`src/usc_pkg.sv`:
```
// Package with the constants and types of the serial status and control block
//
// What this block does
// [RULE_01] Transmit interrupt mode 11 is reserved and raises no transmit interrupt.
// [RULE_02] Mode 10: interrupt when a character loads the shifter and the buffer empties.
// [RULE_03] Mode 01: interrupt after the last character is shifted out completely.
// [RULE_04] Mode 00: interrupt whenever a character loads the shifter, leaving a free slot.
// [RULE_05] Invert bit sets the pin idle level; with infrared on, the encoded idle level.
// [RULE_06] Break request makes the next frame a start bit, twelve zeros, a stop bit.
// [RULE_07] Hardware clears the break request once the break frame has finished.
// [RULE_08] With transmit enabled the transceiver drives the serial transmit pin.
// [RULE_09] Disabling transmit aborts the frame, flushes the buffer, returns the pin.
// [RULE_10] Shifter-empty flag reads one only when shifter and buffer are both empty.
// [RULE_11] Receive mode 11: interrupt when a received character fills the buffer to four.
// [RULE_12] Receive mode 10: interrupt when a received character leaves three in the buffer.
// [RULE_13] Receive mode 0x: interrupt on every character moved into the receive buffer.
// [RULE_14] Buffer-full flag is read-only and shows no further character can be taken.
// [RULE_15] Overrun is cleared by writing zero; parity, framing, idle, available read-only.
package usc_pkg;
  // ----------------------------------------------------------------
  // Register map
  // ----------------------------------------------------------------
  localparam int unsigned ADDR_W        = 3;
  localparam int unsigned REG_W         = 16;
  localparam logic [2:0]  OFS_STAT_CTRL = 3'h0;
  localparam logic [2:0]  OFS_IRQ_STAT  = 3'h1;
  localparam logic [2:0]  OFS_IRQ_MASK  = 3'h2;
  localparam logic [2:0]  OFS_TX_DATA   = 3'h3;
  localparam logic [2:0]  OFS_RX_DATA   = 3'h4;
  localparam logic [2:0]  OFS_EXT_CTRL  = 3'h5;

  // ----------------------------------------------------------------
  // Field positions
  // ----------------------------------------------------------------
  localparam int unsigned BIT_TXM_HI    = 15;
  localparam int unsigned BIT_TX_INV    = 14;
  localparam int unsigned BIT_TXM_LO    = 13;
  localparam int unsigned BIT_BREAK     = 11;
  localparam int unsigned BIT_TXEN      = 10;
  localparam int unsigned BIT_TXBF      = 9;
  localparam int unsigned BIT_SHIFT_MT  = 8;
  localparam int unsigned BIT_RXM_HI    = 7;
  localparam int unsigned BIT_RXM_LO    = 6;
  localparam int unsigned BIT_ADDR_DET  = 5;
  localparam int unsigned BIT_RX_IDLE   = 4;
  localparam int unsigned BIT_PAR_ERR   = 3;
  localparam int unsigned BIT_FRM_ERR   = 2;
  localparam int unsigned BIT_OVERRUN   = 1;
  localparam int unsigned BIT_RX_AVAIL  = 0;
  localparam int unsigned BIT_IR_EN     = 0;
  localparam int unsigned IRQ_TX        = 0;
  localparam int unsigned IRQ_RX        = 1;
  localparam int unsigned IRQ_OVERRUN   = 2;
  localparam int unsigned IRQ_RX_ERR    = 3;
  localparam int unsigned IRQ_W         = 4;

  // ----------------------------------------------------------------
  // Reset values and modes
  // ----------------------------------------------------------------
  localparam logic [1:0]  RST_MODE      = 2'h0;
  localparam logic [3:0]  RST_IRQ_MASK  = 4'h0;
  localparam logic [1:0]  TXM_EACH      = 2'h0;
  localparam logic [1:0]  TXM_DONE      = 2'h1;
  localparam logic [1:0]  TXM_EMPTY     = 2'h2;
  localparam logic [1:0]  TXM_RSVD      = 2'h3;
  localparam logic [1:0]  RXM_3Q        = 2'h2;
  localparam logic [1:0]  RXM_FULL      = 2'h3;

  // ----------------------------------------------------------------
  // Sizes and timing
  // ----------------------------------------------------------------
  localparam int unsigned BUF_DEPTH     = 4;
  localparam int unsigned RX_3Q_LEVEL   = 3;
  localparam int unsigned DATA_BITS     = 8;
  localparam int unsigned BREAK_ZEROS   = 12;
  localparam int unsigned CLK_HZ        = 10000000;
  localparam int unsigned BAUD_HZ       = 625000;
  localparam int unsigned BIT_CYCLES    = CLK_HZ / BAUD_HZ;

  typedef struct packed {
    logic [DATA_BITS-1:0] data;
    logic                 parity_err;
    logic                 framing_err;
  } usc_rx_char_t;

  typedef struct packed {
    logic [ADDR_W-1:0] addr;
    logic [REG_W-1:0]  wdata;
    logic              wr;
    logic              rd;
  } usc_bus_req_t;
endpackage

```
`src/usc_status_control.sv`:
```
// Status, control, buffers and interrupts of one serial transmit and receive channel
`timescale 1ns/100ps
module usc_status_control #(
  parameter int unsigned BIT_CYCLES = usc_pkg::BIT_CYCLES,
  parameter int unsigned DEPTH      = usc_pkg::BUF_DEPTH
) (
  input  wire logic                  clk_sys_in,
  input  wire logic                  reset_n_in,
  input  wire usc_pkg::usc_bus_req_t bus_req_in,
  output logic [usc_pkg::REG_W-1:0]  rd_data_out,
  input  wire logic                  rx_char_valid_in,
  input  wire usc_pkg::usc_rx_char_t rx_char_in,
  input  wire logic                  rx_line_idle_in,
  input  wire logic                  port_tx_value_in,
  output logic                       serial_tx_pin_out,
  output logic                       tx_pin_owned_out,
  output logic                       irq_out
);
  import usc_pkg::*;

  localparam logic [2:0] DEPTH_C = 3'(DEPTH);
  localparam logic [2:0] LVL_3Q  = 3'(RX_3Q_LEVEL);
  // Last sampled cycle of the thirteen low bit times of a break frame
  localparam int         BRK_LOW_LAST = (BREAK_ZEROS + 1) * BIT_CYCLES - 1;

  // ----------------------------------------------------------------
  // Declarations
  // ----------------------------------------------------------------
  logic [1:0]        tx_mode_q;
  logic              tx_invert_q;
  logic              break_q;
  logic              break_active_q;
  logic              txen_q;
  logic [1:0]        rx_mode_q;
  logic              addr_det_q;
  logic              overrun_q;
  logic              ir_en_q;
  logic [IRQ_W-1:0]  irq_stat_q;
  logic [IRQ_W-1:0]  irq_mask_q;
  logic [IRQ_W-1:0]  irq_evt;
  logic [REG_W-1:0]  rd_data_q;
  logic              irq_q;
  logic              pin_q;
  logic              owned_q;

  logic [7:0]        tx_mem [DEPTH];
  logic [1:0]        tx_wp_q;
  logic [1:0]        tx_rp_q;
  logic [2:0]        tx_cnt_q;
  usc_rx_char_t      rx_mem [DEPTH];
  logic [1:0]        rx_wp_q;
  logic [1:0]        rx_rp_q;
  logic [2:0]        rx_cnt_q;
  logic [2:0]        rx_cnt_next;

  logic              wr_ctrl;
  logic              wr_txd;
  logic              rd_rxd;
  logic              tx_full;
  logic              tx_push;
  logic              tx_load;
  logic              break_start;
  logic              tx_busy;
  logic              tx_done;
  logic              tx_line;
  logic              shifter_empty;
  logic              rx_push;
  logic              rx_pop;
  logic              rx_avail;
  logic              tx_evt;
  logic              rx_evt;
  usc_rx_char_t      rx_head;
  logic              pin_d;

  // ----------------------------------------------------------------
  // Bus decode
  // ----------------------------------------------------------------
  assign wr_ctrl = bus_req_in.wr && (bus_req_in.addr == OFS_STAT_CTRL);
  assign wr_txd  = bus_req_in.wr && (bus_req_in.addr == OFS_TX_DATA);
  assign rd_rxd  = bus_req_in.rd && (bus_req_in.addr == OFS_RX_DATA);

  // ----------------------------------------------------------------
  // Transmit path
  // ----------------------------------------------------------------
  assign tx_full       = (tx_cnt_q == DEPTH_C); // RULE_14
  assign tx_push       = wr_txd && txen_q && !tx_full;
  // A pending break goes first so the request is honoured on the next frame
  assign break_start   = txen_q && break_q && !break_active_q && !tx_busy;
  assign tx_load       = txen_q && !tx_busy && !break_start && !break_active_q
                         && (tx_cnt_q != 3'h0);
  assign shifter_empty = !tx_busy && (tx_cnt_q == 3'h0) && !break_active_q; // RULE_10

  usc_tx_shift #(
    .BIT_CYCLES (BIT_CYCLES)
  ) u_tx_shift (
    .clk_sys_in (clk_sys_in),
    .reset_n_in (reset_n_in),
    .abort_in   (!txen_q),
    .start_in   (tx_load || break_start),
    .break_in   (break_start),
    .data_in    (tx_mem[tx_rp_q]),
    .busy_out   (tx_busy),
    .done_out   (tx_done),
    .line_out   (tx_line)
  );

  always_ff @(posedge clk_sys_in) begin
    if (tx_push) begin
      tx_mem[tx_wp_q] <= bus_req_in.wdata[7:0];
    end
  end

  always_ff @(posedge clk_sys_in or negedge reset_n_in) begin
    if (!reset_n_in) begin
      tx_wp_q  <= 2'h0;
      tx_rp_q  <= 2'h0;
      tx_cnt_q <= 3'h0;
    end else if (!txen_q) begin
      tx_wp_q  <= 2'h0; // RULE_09
      tx_rp_q  <= 2'h0;
      tx_cnt_q <= 3'h0;
    end else begin
      if (tx_push) begin
        tx_wp_q <= tx_wp_q + 2'h1;
      end
      if (tx_load) begin
        tx_rp_q <= tx_rp_q + 2'h1;
      end
      tx_cnt_q <= tx_cnt_q + {2'h0, tx_push} - {2'h0, tx_load};
    end
  end

  // ----------------------------------------------------------------
  // Transmit interrupt source
  // ----------------------------------------------------------------
  always_comb begin
    case (tx_mode_q)
      TXM_EACH:  tx_evt = tx_load; // RULE_04
      TXM_DONE:  tx_evt = tx_done && !break_active_q && (tx_cnt_q == 3'h0); // RULE_03
      TXM_EMPTY: tx_evt = tx_load && (tx_cnt_q == 3'h1) && !tx_push; // RULE_02
      default:   tx_evt = 1'b0; // RULE_01
    endcase
  end

  // ----------------------------------------------------------------
  // Receive buffer
  // ----------------------------------------------------------------
  assign rx_avail    = (rx_cnt_q != 3'h0);
  assign rx_pop      = rd_rxd && rx_avail;
  assign rx_push     = rx_char_valid_in && (!(rx_cnt_q == DEPTH_C) || rx_pop);
  assign rx_cnt_next = rx_cnt_q + {2'h0, rx_push} - {2'h0, rx_pop};
  assign rx_head     = rx_mem[rx_rp_q];

  always_ff @(posedge clk_sys_in) begin
    if (rx_push) begin
      rx_mem[rx_wp_q] <= rx_char_in;
    end
  end

  always_ff @(posedge clk_sys_in or negedge reset_n_in) begin
    if (!reset_n_in) begin
      rx_wp_q  <= 2'h0;
      rx_rp_q  <= 2'h0;
      rx_cnt_q <= 3'h0;
    end else begin
      if (rx_push) begin
        rx_wp_q <= rx_wp_q + 2'h1;
      end
      if (rx_pop) begin
        rx_rp_q <= rx_rp_q + 2'h1;
      end
      rx_cnt_q <= rx_cnt_next;
    end
  end

  always_comb begin
    if (!rx_push) begin
      rx_evt = 1'b0;
    end else if (rx_mode_q == RXM_FULL) begin
      rx_evt = (rx_cnt_next == DEPTH_C); // RULE_11
    end else if (rx_mode_q == RXM_3Q) begin
      rx_evt = (rx_cnt_next == LVL_3Q); // RULE_12
    end else begin
      rx_evt = 1'b1; // RULE_13
    end
  end

  // ----------------------------------------------------------------
  // Control register
  // ----------------------------------------------------------------
  always_ff @(posedge clk_sys_in or negedge reset_n_in) begin
    if (!reset_n_in) begin
      tx_mode_q   <= RST_MODE;
      tx_invert_q <= 1'b0;
      txen_q      <= 1'b0;
      rx_mode_q   <= RST_MODE;
      addr_det_q  <= 1'b0;
      ir_en_q     <= 1'b0;
      irq_mask_q  <= RST_IRQ_MASK;
    end else begin
      if (wr_ctrl) begin
        tx_mode_q   <= {bus_req_in.wdata[BIT_TXM_HI], bus_req_in.wdata[BIT_TXM_LO]};
        tx_invert_q <= bus_req_in.wdata[BIT_TX_INV];
        txen_q      <= bus_req_in.wdata[BIT_TXEN];
        rx_mode_q   <= bus_req_in.wdata[BIT_RXM_HI:BIT_RXM_LO];
        addr_det_q  <= bus_req_in.wdata[BIT_ADDR_DET];
      end
      if (bus_req_in.wr && (bus_req_in.addr == OFS_EXT_CTRL)) begin
        ir_en_q <= bus_req_in.wdata[BIT_IR_EN];
      end
      if (bus_req_in.wr && (bus_req_in.addr == OFS_IRQ_MASK)) begin
        irq_mask_q <= bus_req_in.wdata[IRQ_W-1:0];
      end
    end
  end

  // Break request: software sets, hardware clears after the break frame
  always_ff @(posedge clk_sys_in or negedge reset_n_in) begin
    if (!reset_n_in) begin
      break_q        <= 1'b0;
      break_active_q <= 1'b0;
    end else begin
      if (!txen_q) begin
        break_active_q <= 1'b0;
      end else if (break_start) begin
        break_active_q <= 1'b1;
      end else if (tx_done) begin
        break_active_q <= 1'b0;
      end
      if (wr_ctrl && bus_req_in.wdata[BIT_BREAK]) begin
        break_q <= 1'b1;
      end else if (tx_done && break_active_q) begin
        break_q <= 1'b0; // RULE_07
      end else if (wr_ctrl) begin
        break_q <= 1'b0;
      end
    end
  end

  // Overrun only clears on a written zero, and a new overrun beats the clear
  always_ff @(posedge clk_sys_in or negedge reset_n_in) begin
    if (!reset_n_in) begin
      overrun_q <= 1'b0;
    end else if (rx_char_valid_in && !rx_push) begin
      overrun_q <= 1'b1;
    end else if (wr_ctrl && !bus_req_in.wdata[BIT_OVERRUN]) begin
      overrun_q <= 1'b0; // RULE_15
    end
  end

  // ----------------------------------------------------------------
  // Interrupt status and output
  // ----------------------------------------------------------------
  assign irq_evt = {rx_push && (rx_char_in.parity_err || rx_char_in.framing_err),
                    rx_char_valid_in && !rx_push, rx_evt, tx_evt};

  always_ff @(posedge clk_sys_in or negedge reset_n_in) begin
    if (!reset_n_in) begin
      irq_stat_q <= '0;
    end else if (bus_req_in.wr && (bus_req_in.addr == OFS_IRQ_STAT)) begin
      irq_stat_q <= (irq_stat_q & ~bus_req_in.wdata[IRQ_W-1:0]) | irq_evt;
    end else begin
      irq_stat_q <= irq_stat_q | irq_evt;
    end
  end

  always_ff @(posedge clk_sys_in or negedge reset_n_in) begin
    if (!reset_n_in) begin
      irq_q <= 1'b0;
    end else begin
      irq_q <= |(irq_stat_q & irq_mask_q);
    end
  end

  // ----------------------------------------------------------------
  // Read data, one cycle after the strobe
  // ----------------------------------------------------------------
  always_ff @(posedge clk_sys_in or negedge reset_n_in) begin
    if (!reset_n_in) begin
      rd_data_q <= '0;
    end else if (bus_req_in.rd) begin
      rd_data_q <= '0;
      if (bus_req_in.addr == OFS_STAT_CTRL) begin
        rd_data_q[BIT_TXM_HI]   <= tx_mode_q[1];
        rd_data_q[BIT_TX_INV]   <= tx_invert_q;
        rd_data_q[BIT_TXM_LO]   <= tx_mode_q[0];
        rd_data_q[BIT_BREAK]    <= break_q;
        rd_data_q[BIT_TXEN]     <= txen_q;
        rd_data_q[BIT_TXBF]     <= tx_full; // RULE_14
        rd_data_q[BIT_SHIFT_MT] <= shifter_empty; // RULE_10
        rd_data_q[BIT_RXM_HI:BIT_RXM_LO] <= rx_mode_q;
        rd_data_q[BIT_ADDR_DET] <= addr_det_q;
        rd_data_q[BIT_RX_IDLE]  <= rx_line_idle_in; // RULE_15
        rd_data_q[BIT_PAR_ERR]  <= rx_avail && rx_head.parity_err;
        rd_data_q[BIT_FRM_ERR]  <= rx_avail && rx_head.framing_err;
        rd_data_q[BIT_OVERRUN]  <= overrun_q;
        rd_data_q[BIT_RX_AVAIL] <= rx_avail;
      end else if (bus_req_in.addr == OFS_IRQ_STAT) begin
        rd_data_q[IRQ_W-1:0] <= irq_stat_q;
      end else if (bus_req_in.addr == OFS_IRQ_MASK) begin
        rd_data_q[IRQ_W-1:0] <= irq_mask_q;
      end else if (bus_req_in.addr == OFS_RX_DATA) begin
        rd_data_q[DATA_BITS-1:0] <= rx_avail ? rx_head.data : 8'h00;
      end else if (bus_req_in.addr == OFS_EXT_CTRL) begin
        rd_data_q[BIT_IR_EN] <= ir_en_q;
      end
    end
  end

  // ----------------------------------------------------------------
  // Transmit pin
  // ----------------------------------------------------------------
  // The infrared form here pulses for every zero bit; pulse shaping is left
  // to the optical front end, only the idle level is set by the invert bit.
  always_comb begin
    if (!txen_q) begin
      pin_d = port_tx_value_in; // RULE_09
    end else if (ir_en_q) begin
      pin_d = !tx_line ^ tx_invert_q; // RULE_05
    end else begin
      pin_d = tx_line ^ tx_invert_q; // RULE_05
    end
  end

  always_ff @(posedge clk_sys_in or negedge reset_n_in) begin
    if (!reset_n_in) begin
      pin_q   <= 1'b1;
      owned_q <= 1'b0;
    end else begin
      pin_q   <= pin_d;
      owned_q <= txen_q; // RULE_08
    end
  end

  assign rd_data_out       = rd_data_q;
  assign irq_out           = irq_q;
  assign serial_tx_pin_out = pin_q;
  assign tx_pin_owned_out  = owned_q;
endmodule // usc_status_control

```
`src/usc_tx_shift.sv`:
```
// Transmit shifter that sends a data frame or a sync break frame
`timescale 1ns/100ps
module usc_tx_shift #(
  parameter int unsigned BIT_CYCLES = usc_pkg::BIT_CYCLES
) (
  input  wire logic       clk_sys_in,
  input  wire logic       reset_n_in,
  input  wire logic       abort_in,
  input  wire logic       start_in,
  input  wire logic       break_in,
  input  wire logic [7:0] data_in,
  output logic            busy_out,
  output logic            done_out,
  output logic            line_out
);
  import usc_pkg::*;

  typedef enum logic {USC_IDLE, USC_SHIFT} usc_tx_state_t;

  localparam int unsigned FRAME_W = BREAK_ZEROS + 2;

  usc_tx_state_t        state_q;
  logic [FRAME_W-1:0]   frame_q;
  logic [3:0]           left_q;
  logic [15:0]          div_q;
  logic                 done_q;
  logic                 bit_tick;

  // ----------------------------------------------------------------
  // Bit-rate enable pulse
  // ----------------------------------------------------------------
  assign bit_tick = (div_q == 16'(BIT_CYCLES - 1));

  always_ff @(posedge clk_sys_in or negedge reset_n_in) begin
    if (!reset_n_in) begin
      state_q <= USC_IDLE;
      frame_q <= '1;
      left_q  <= 4'h0;
      div_q   <= 16'h0000;
      done_q  <= 1'b0;
    end else begin
      done_q <= 1'b0;
      if (abort_in) begin
        // Dropping mid-frame returns the line to idle at once
        state_q <= USC_IDLE;
        frame_q <= '1;
        left_q  <= 4'h0;
        div_q   <= 16'h0000;
      end else begin
        case (state_q)
          USC_IDLE: begin
            if (start_in) begin
              div_q   <= 16'h0000;
              state_q <= USC_SHIFT;
              if (break_in) begin
                frame_q <= {1'b1, {BREAK_ZEROS{1'b0}}, 1'b0}; // RULE_06
                left_q  <= 4'(BREAK_ZEROS + 2);
              end else begin
                frame_q <= {{(FRAME_W - DATA_BITS - 1){1'b1}}, data_in, 1'b0};
                left_q  <= 4'(DATA_BITS + 2);
              end
            end
          end
          USC_SHIFT: begin
            if (bit_tick) begin
              div_q   <= 16'h0000;
              frame_q <= {1'b1, frame_q[FRAME_W-1:1]};
              left_q  <= left_q - 4'h1;
              if (left_q == 4'h1) begin
                state_q <= USC_IDLE;
                done_q  <= 1'b1;
              end
            end else begin
              div_q <= div_q + 16'h0001;
            end
          end
          default: state_q <= USC_IDLE;
        endcase
      end
    end
  end

  assign busy_out = (state_q == USC_SHIFT);
  assign done_out = done_q;
  assign line_out = frame_q[0];
endmodule // usc_tx_shift
```
`config.mk`:
```
export PLATFORM = sky130hd
export DESIGN_NAME = usc_status_control
export DESIGN_NICKNAME = d
export VERILOG_FILES = /design/src/usc_pkg.sv /design/src/usc_status_control.sv /design/src/usc_tx_shift.sv
export SDC_FILE = /design/constraint.sdc
export NUM_CORES = 1
export LEC_CHECK = 0
export BUFFER_PORTS_ARGS = -buffer_cell sky130_fd_sc_hd__buf_2
export CAP_MARGIN = 20
export CORE_UTILIZATION = 60
export DETAILED_ROUTE_END_ITERATION = 6
export PLACE_DENSITY = 0.8
export SETUP_SLACK_MARGIN = 0.3
export SYNTH_ARGS = -nofsm -noshare
export SYNTH_HDL_FRONTEND = slang
export SYNTH_SLANG_ARGS = --single-unit
```
`constraint.sdc`:
```
create_clock -name clk_sys_in -period 3.8 [get_ports clk_sys_in]
set_input_delay 0.57 -clock clk_sys_in [delete_from_list [all_inputs] [get_ports clk_sys_in]]
set_output_delay 0.57 -clock clk_sys_in [all_outputs]
set_load 0.01 [all_outputs]
```
==> results by group <==
Critical path
  • CP peak stage delay: ~0.52 ns
  • Critical-path top delay cell: or4b_1
  • Worst R2R Path Depth: 14
  • Top cell family by delay on the critical path: simple AND/OR/NAND/NOR gates
  • Worst Path Buf+Inv: 4
  • R2r startpoint: rx_cnt_q[1]
  • Critical setup path kind: flip-flop to flip-flop
  • CP Data Arrival Time: roughly 3.7 ns
  • Worst-path cell chain: or3_1 -> nand4_1 -> buf_4 -> inv_1 -> ha_1 -> inv_1 -> ha_1 -> inv_1 -> fa_1 -> xnor2_1 -> xnor2_1 -> or4b_1 -> nand3_1 -> a22o_1
  • Most frequent CP cell: inv_1
  • R2R Path End: irq_stat_q[1]
  • Setup crit end kind: flip-flop
  • Maximum fanout along the worst path: 5
  • Number of cells on the critical path: 14
  • Critical Path RT: between 4 and 5 ns
  • CP endpoint: irq_stat_q[1]
  • Crit. Startpoint: rx_cnt_q[1]
  • R2R Setup Slk: around 0.47 ns
  • CP startpoint kind: flip-flop

STA
  • Slew margin rel.: between 40% and 50%
  • Fmax: about 300 MHz
  • Final TNS setup: 0 ns
  • Final worst path period need: 3.33 ns
  • Hold_ws: about 0.22 ns
  • Finish-stage setup viols: 0
  • Slew Limit Fails: 0
  • Fin worst setup slack: about 0.47 ns
  • Setup Skew: approximately 0.011 ns
  • Crit share post-route: between 80% and 90%
  • RSZ-0062 raised after global routing: false
  • Slew @ Worst Pin: ~0.75 ns
  • Final Hold Fails: 0

Cells and area
  • Fillers: 788
  • Final std cells w/o fill: between 700 and 800
  • Area Overhead vs Synth: 13.5%
  • Nets: between 600 and 700
  • Layout cells sized above 1: approximately a quarter
  • Diode count: 0

Synthesis
  • List of most frequent post-synthesis cells: 72 x dfrtp_1, 72 x edfxtp_1, 53 x nand2_1
  • Mapped Area: 7130 um2
  • Post-synth top area share: 30.3%
  • Cell variety after synth: 62
  • Post-synthesis sequential area ratio: 60.7%
  • Ys flop type: edfxtp_1
  • Synth Instances: around 550
  • Top cell type by total area after synthesis: edfxtp_1
  • Adder-cell share of the synthesized area: 3.19%
  • Number of flops mapped to enable cells by yosys: 72
  • Post-Synth XOR/XNOR Area: about 1.7%
  • Syn nets: 601
  • Syn avg cell area: around 13 um2
  • Seq cells post-synth: approximately 160
  • Async SR Flop Fraction: between 50% and 60%
  • Yosys Warn Count: 0
  • Largest cells by area after synthesis: edfxtp_1 30%, dfrtp_1 25%, mux4_2 5.7%
  • Post-synthesis simple-gate area fraction: 12.7%
  • Largest family of logic cells by synthesized area: simple AND/OR/NAND/NOR gates
  • Multiplexer area fraction after synthesis: under 10%
  • Compound-Gate Fraction of Synth Area: 10.4%

Route
  • Wire length per cell: 19.1 um
  • Final wirelength: around 14,000 um
  • Via count: roughly 4,600
  • DRT antenna net count: 0
  • DRC violation count after routing: 0
  • Via density: 6.13
  • DR pass1 iterations: 5
  • Detailed Route Iter0 Violations: ~330

Placed design
  • Count of buffers from port buffering: 50
  • Dpl cells: 722
  • DP HPWL: ~9400 um
  • Setup WS pre-CTS: around 0.31 ns
  • GPL Wtd Cong: ~0.83

Floorplanning
  • Top Ports: 55
  • Std-Cell Rows: 39
  • Core area: about 12,000 um2
  • Die ar.: around 12,000 um2
  • Starting Density: about three fifths
  • Die Width: between 100 and 150 um
  • Die height: about 110 um

Pwr
  • Pwr/cell area: 635 nW/um2
  • Pleak: around 3.2 nW
  • Tot Pwr: 5.14 mW
  • Worst VDD drop: about 540 uV

Status
  • Status: complete, no violations

Global route
  • Initial antenna violation count: 0
  • First-pass GRT wire length: about 24,000 um
  • Largest net degree at the start of global routing: 60
  • Gr ovfl total: 0
  • Vias in the first global route: ~4,800
  • Total track usage: 25.3%

Run
  • Max-Cap Viols: 0

Clock network
  • Clk root buf: clkbuf_16
  • Clock Sinks: 158
  • Worst skew pair latency: about 0.43 ns
  • CTS resizes: 0
  • Htree depth: 4
  • CTS Buffer Depth: 2
  • Clk slew on worst S/H paths: ~0.060 ns
  • Num CTS Buffers: 17
  • CTS tree: yes

Hold path
  • Hold Path Class: input port to asynchronous set/reset pin
cells in the final DEF (no fill, tap or decap), types with 14 or more instances in the layout:
| cell type | count |
|---|---|
| dfstp_2 | 14 |
| nor2_1 | 26 |
| buf_2 | 49 |
| clkbuf_16 | 17 |
| o21ai_0 | 30 |
| mux4_2 | 18 |
| edfxtp_1 | 72 |
| dfrtp_1 | 72 |
| and2_1 | 16 |
| nand2_1 | 53 |
| inv_1 | 26 |
| a21oi_1 | 28 |
| ha_1 | 15 |
| nand3_1 | 19 |
timing repair:
action | in CTS | in global routing
endpoints found under the setup margin | 0 | 1
setup buffers | 0 | 2
hold buffers | 0 | 0
registers in the layout (all words and copies together), names as in the netlist, 4 cells and up:
name / count
rx_mem: 40
tx_mem: 32
u_tx_shift.div_q: 16
rd_data_out: 15
u_tx_shift.frame_q: 13
irq_mask_q: 4
irq_stat_q: 4
u_tx_shift.left_q: 4
per-stage QoR:
stage	instance area (um2)	utilization [%]
floorplan	7140	-
global placement	7490	65.1
detailed placement	7490	65.1
CTS	8090	70.2
global route	8100	70.3
finish	8100	70.3
worst reg2reg max path, delay by kind of cell (launching register included):
kind	cells	cell delay (ns)
xor+xnor	2	0.32
fa+ha+maj	3	0.77
buf+inv	4	0.30
compound gates	1	0.13
flops	1	0.44
simple gates	4	1.30
report_power, final:
part           internal [mW]  switching [mW]
registers               2.15           0.264
logic                  0.466           0.572
clock network           1.01           0.688
worst min-delay path by stage:
stage / slack (ns) / from / depth (start not counted) / end
floorplan: 0.27 / reset_n_in / 0 / addr_det_q
global placement: 0.49 / rd_data_out[8] / 1 / rd_data_out[8]
detailed placement: 0.49 / rd_data_out[8] / 1 / rd_data_out[8]
CTS: 0.24 / reset_n_in / 1 / break_q
global route: 0.27 / reset_n_in / 1 / tx_rp_q[0]
finish: 0.22 / reset_n_in / 1 / u_tx_shift.div_q[8]
layer usage:
metal	routed length [um]	up-vias	track usage, %	part of all wire, %
li1	-	2121	-	-
met1	5760	2323	30.0	40
met2	7510	153	43.6	52
met3	793	35	7.00	5.5
met4	350	0	10.5	2.4
met5	0	-	0	0
kinds of logic after synthesis:
logic type,count (synthesis)
flops,158
fa+ha+maj,17
xor+xnor,14
mux,34
buf+inv,51
other cells,1
compound gates,108
simple gates,165
layout make-up:
cell class	instances	area, um2	share of cell area (%)
Clock buffer	20	457	5.64
Clock inverter	12	135	1.67
Inverter	26	97.6	1.20
Multi-Input combinational cell	339	2590	31.9
Sequential cell	158	4330	53.5
Tap cell	143	179	2.21
Timing Repair Buffer	58	313	3.86
Note: power is estimated with default switching activity, not from simulation.
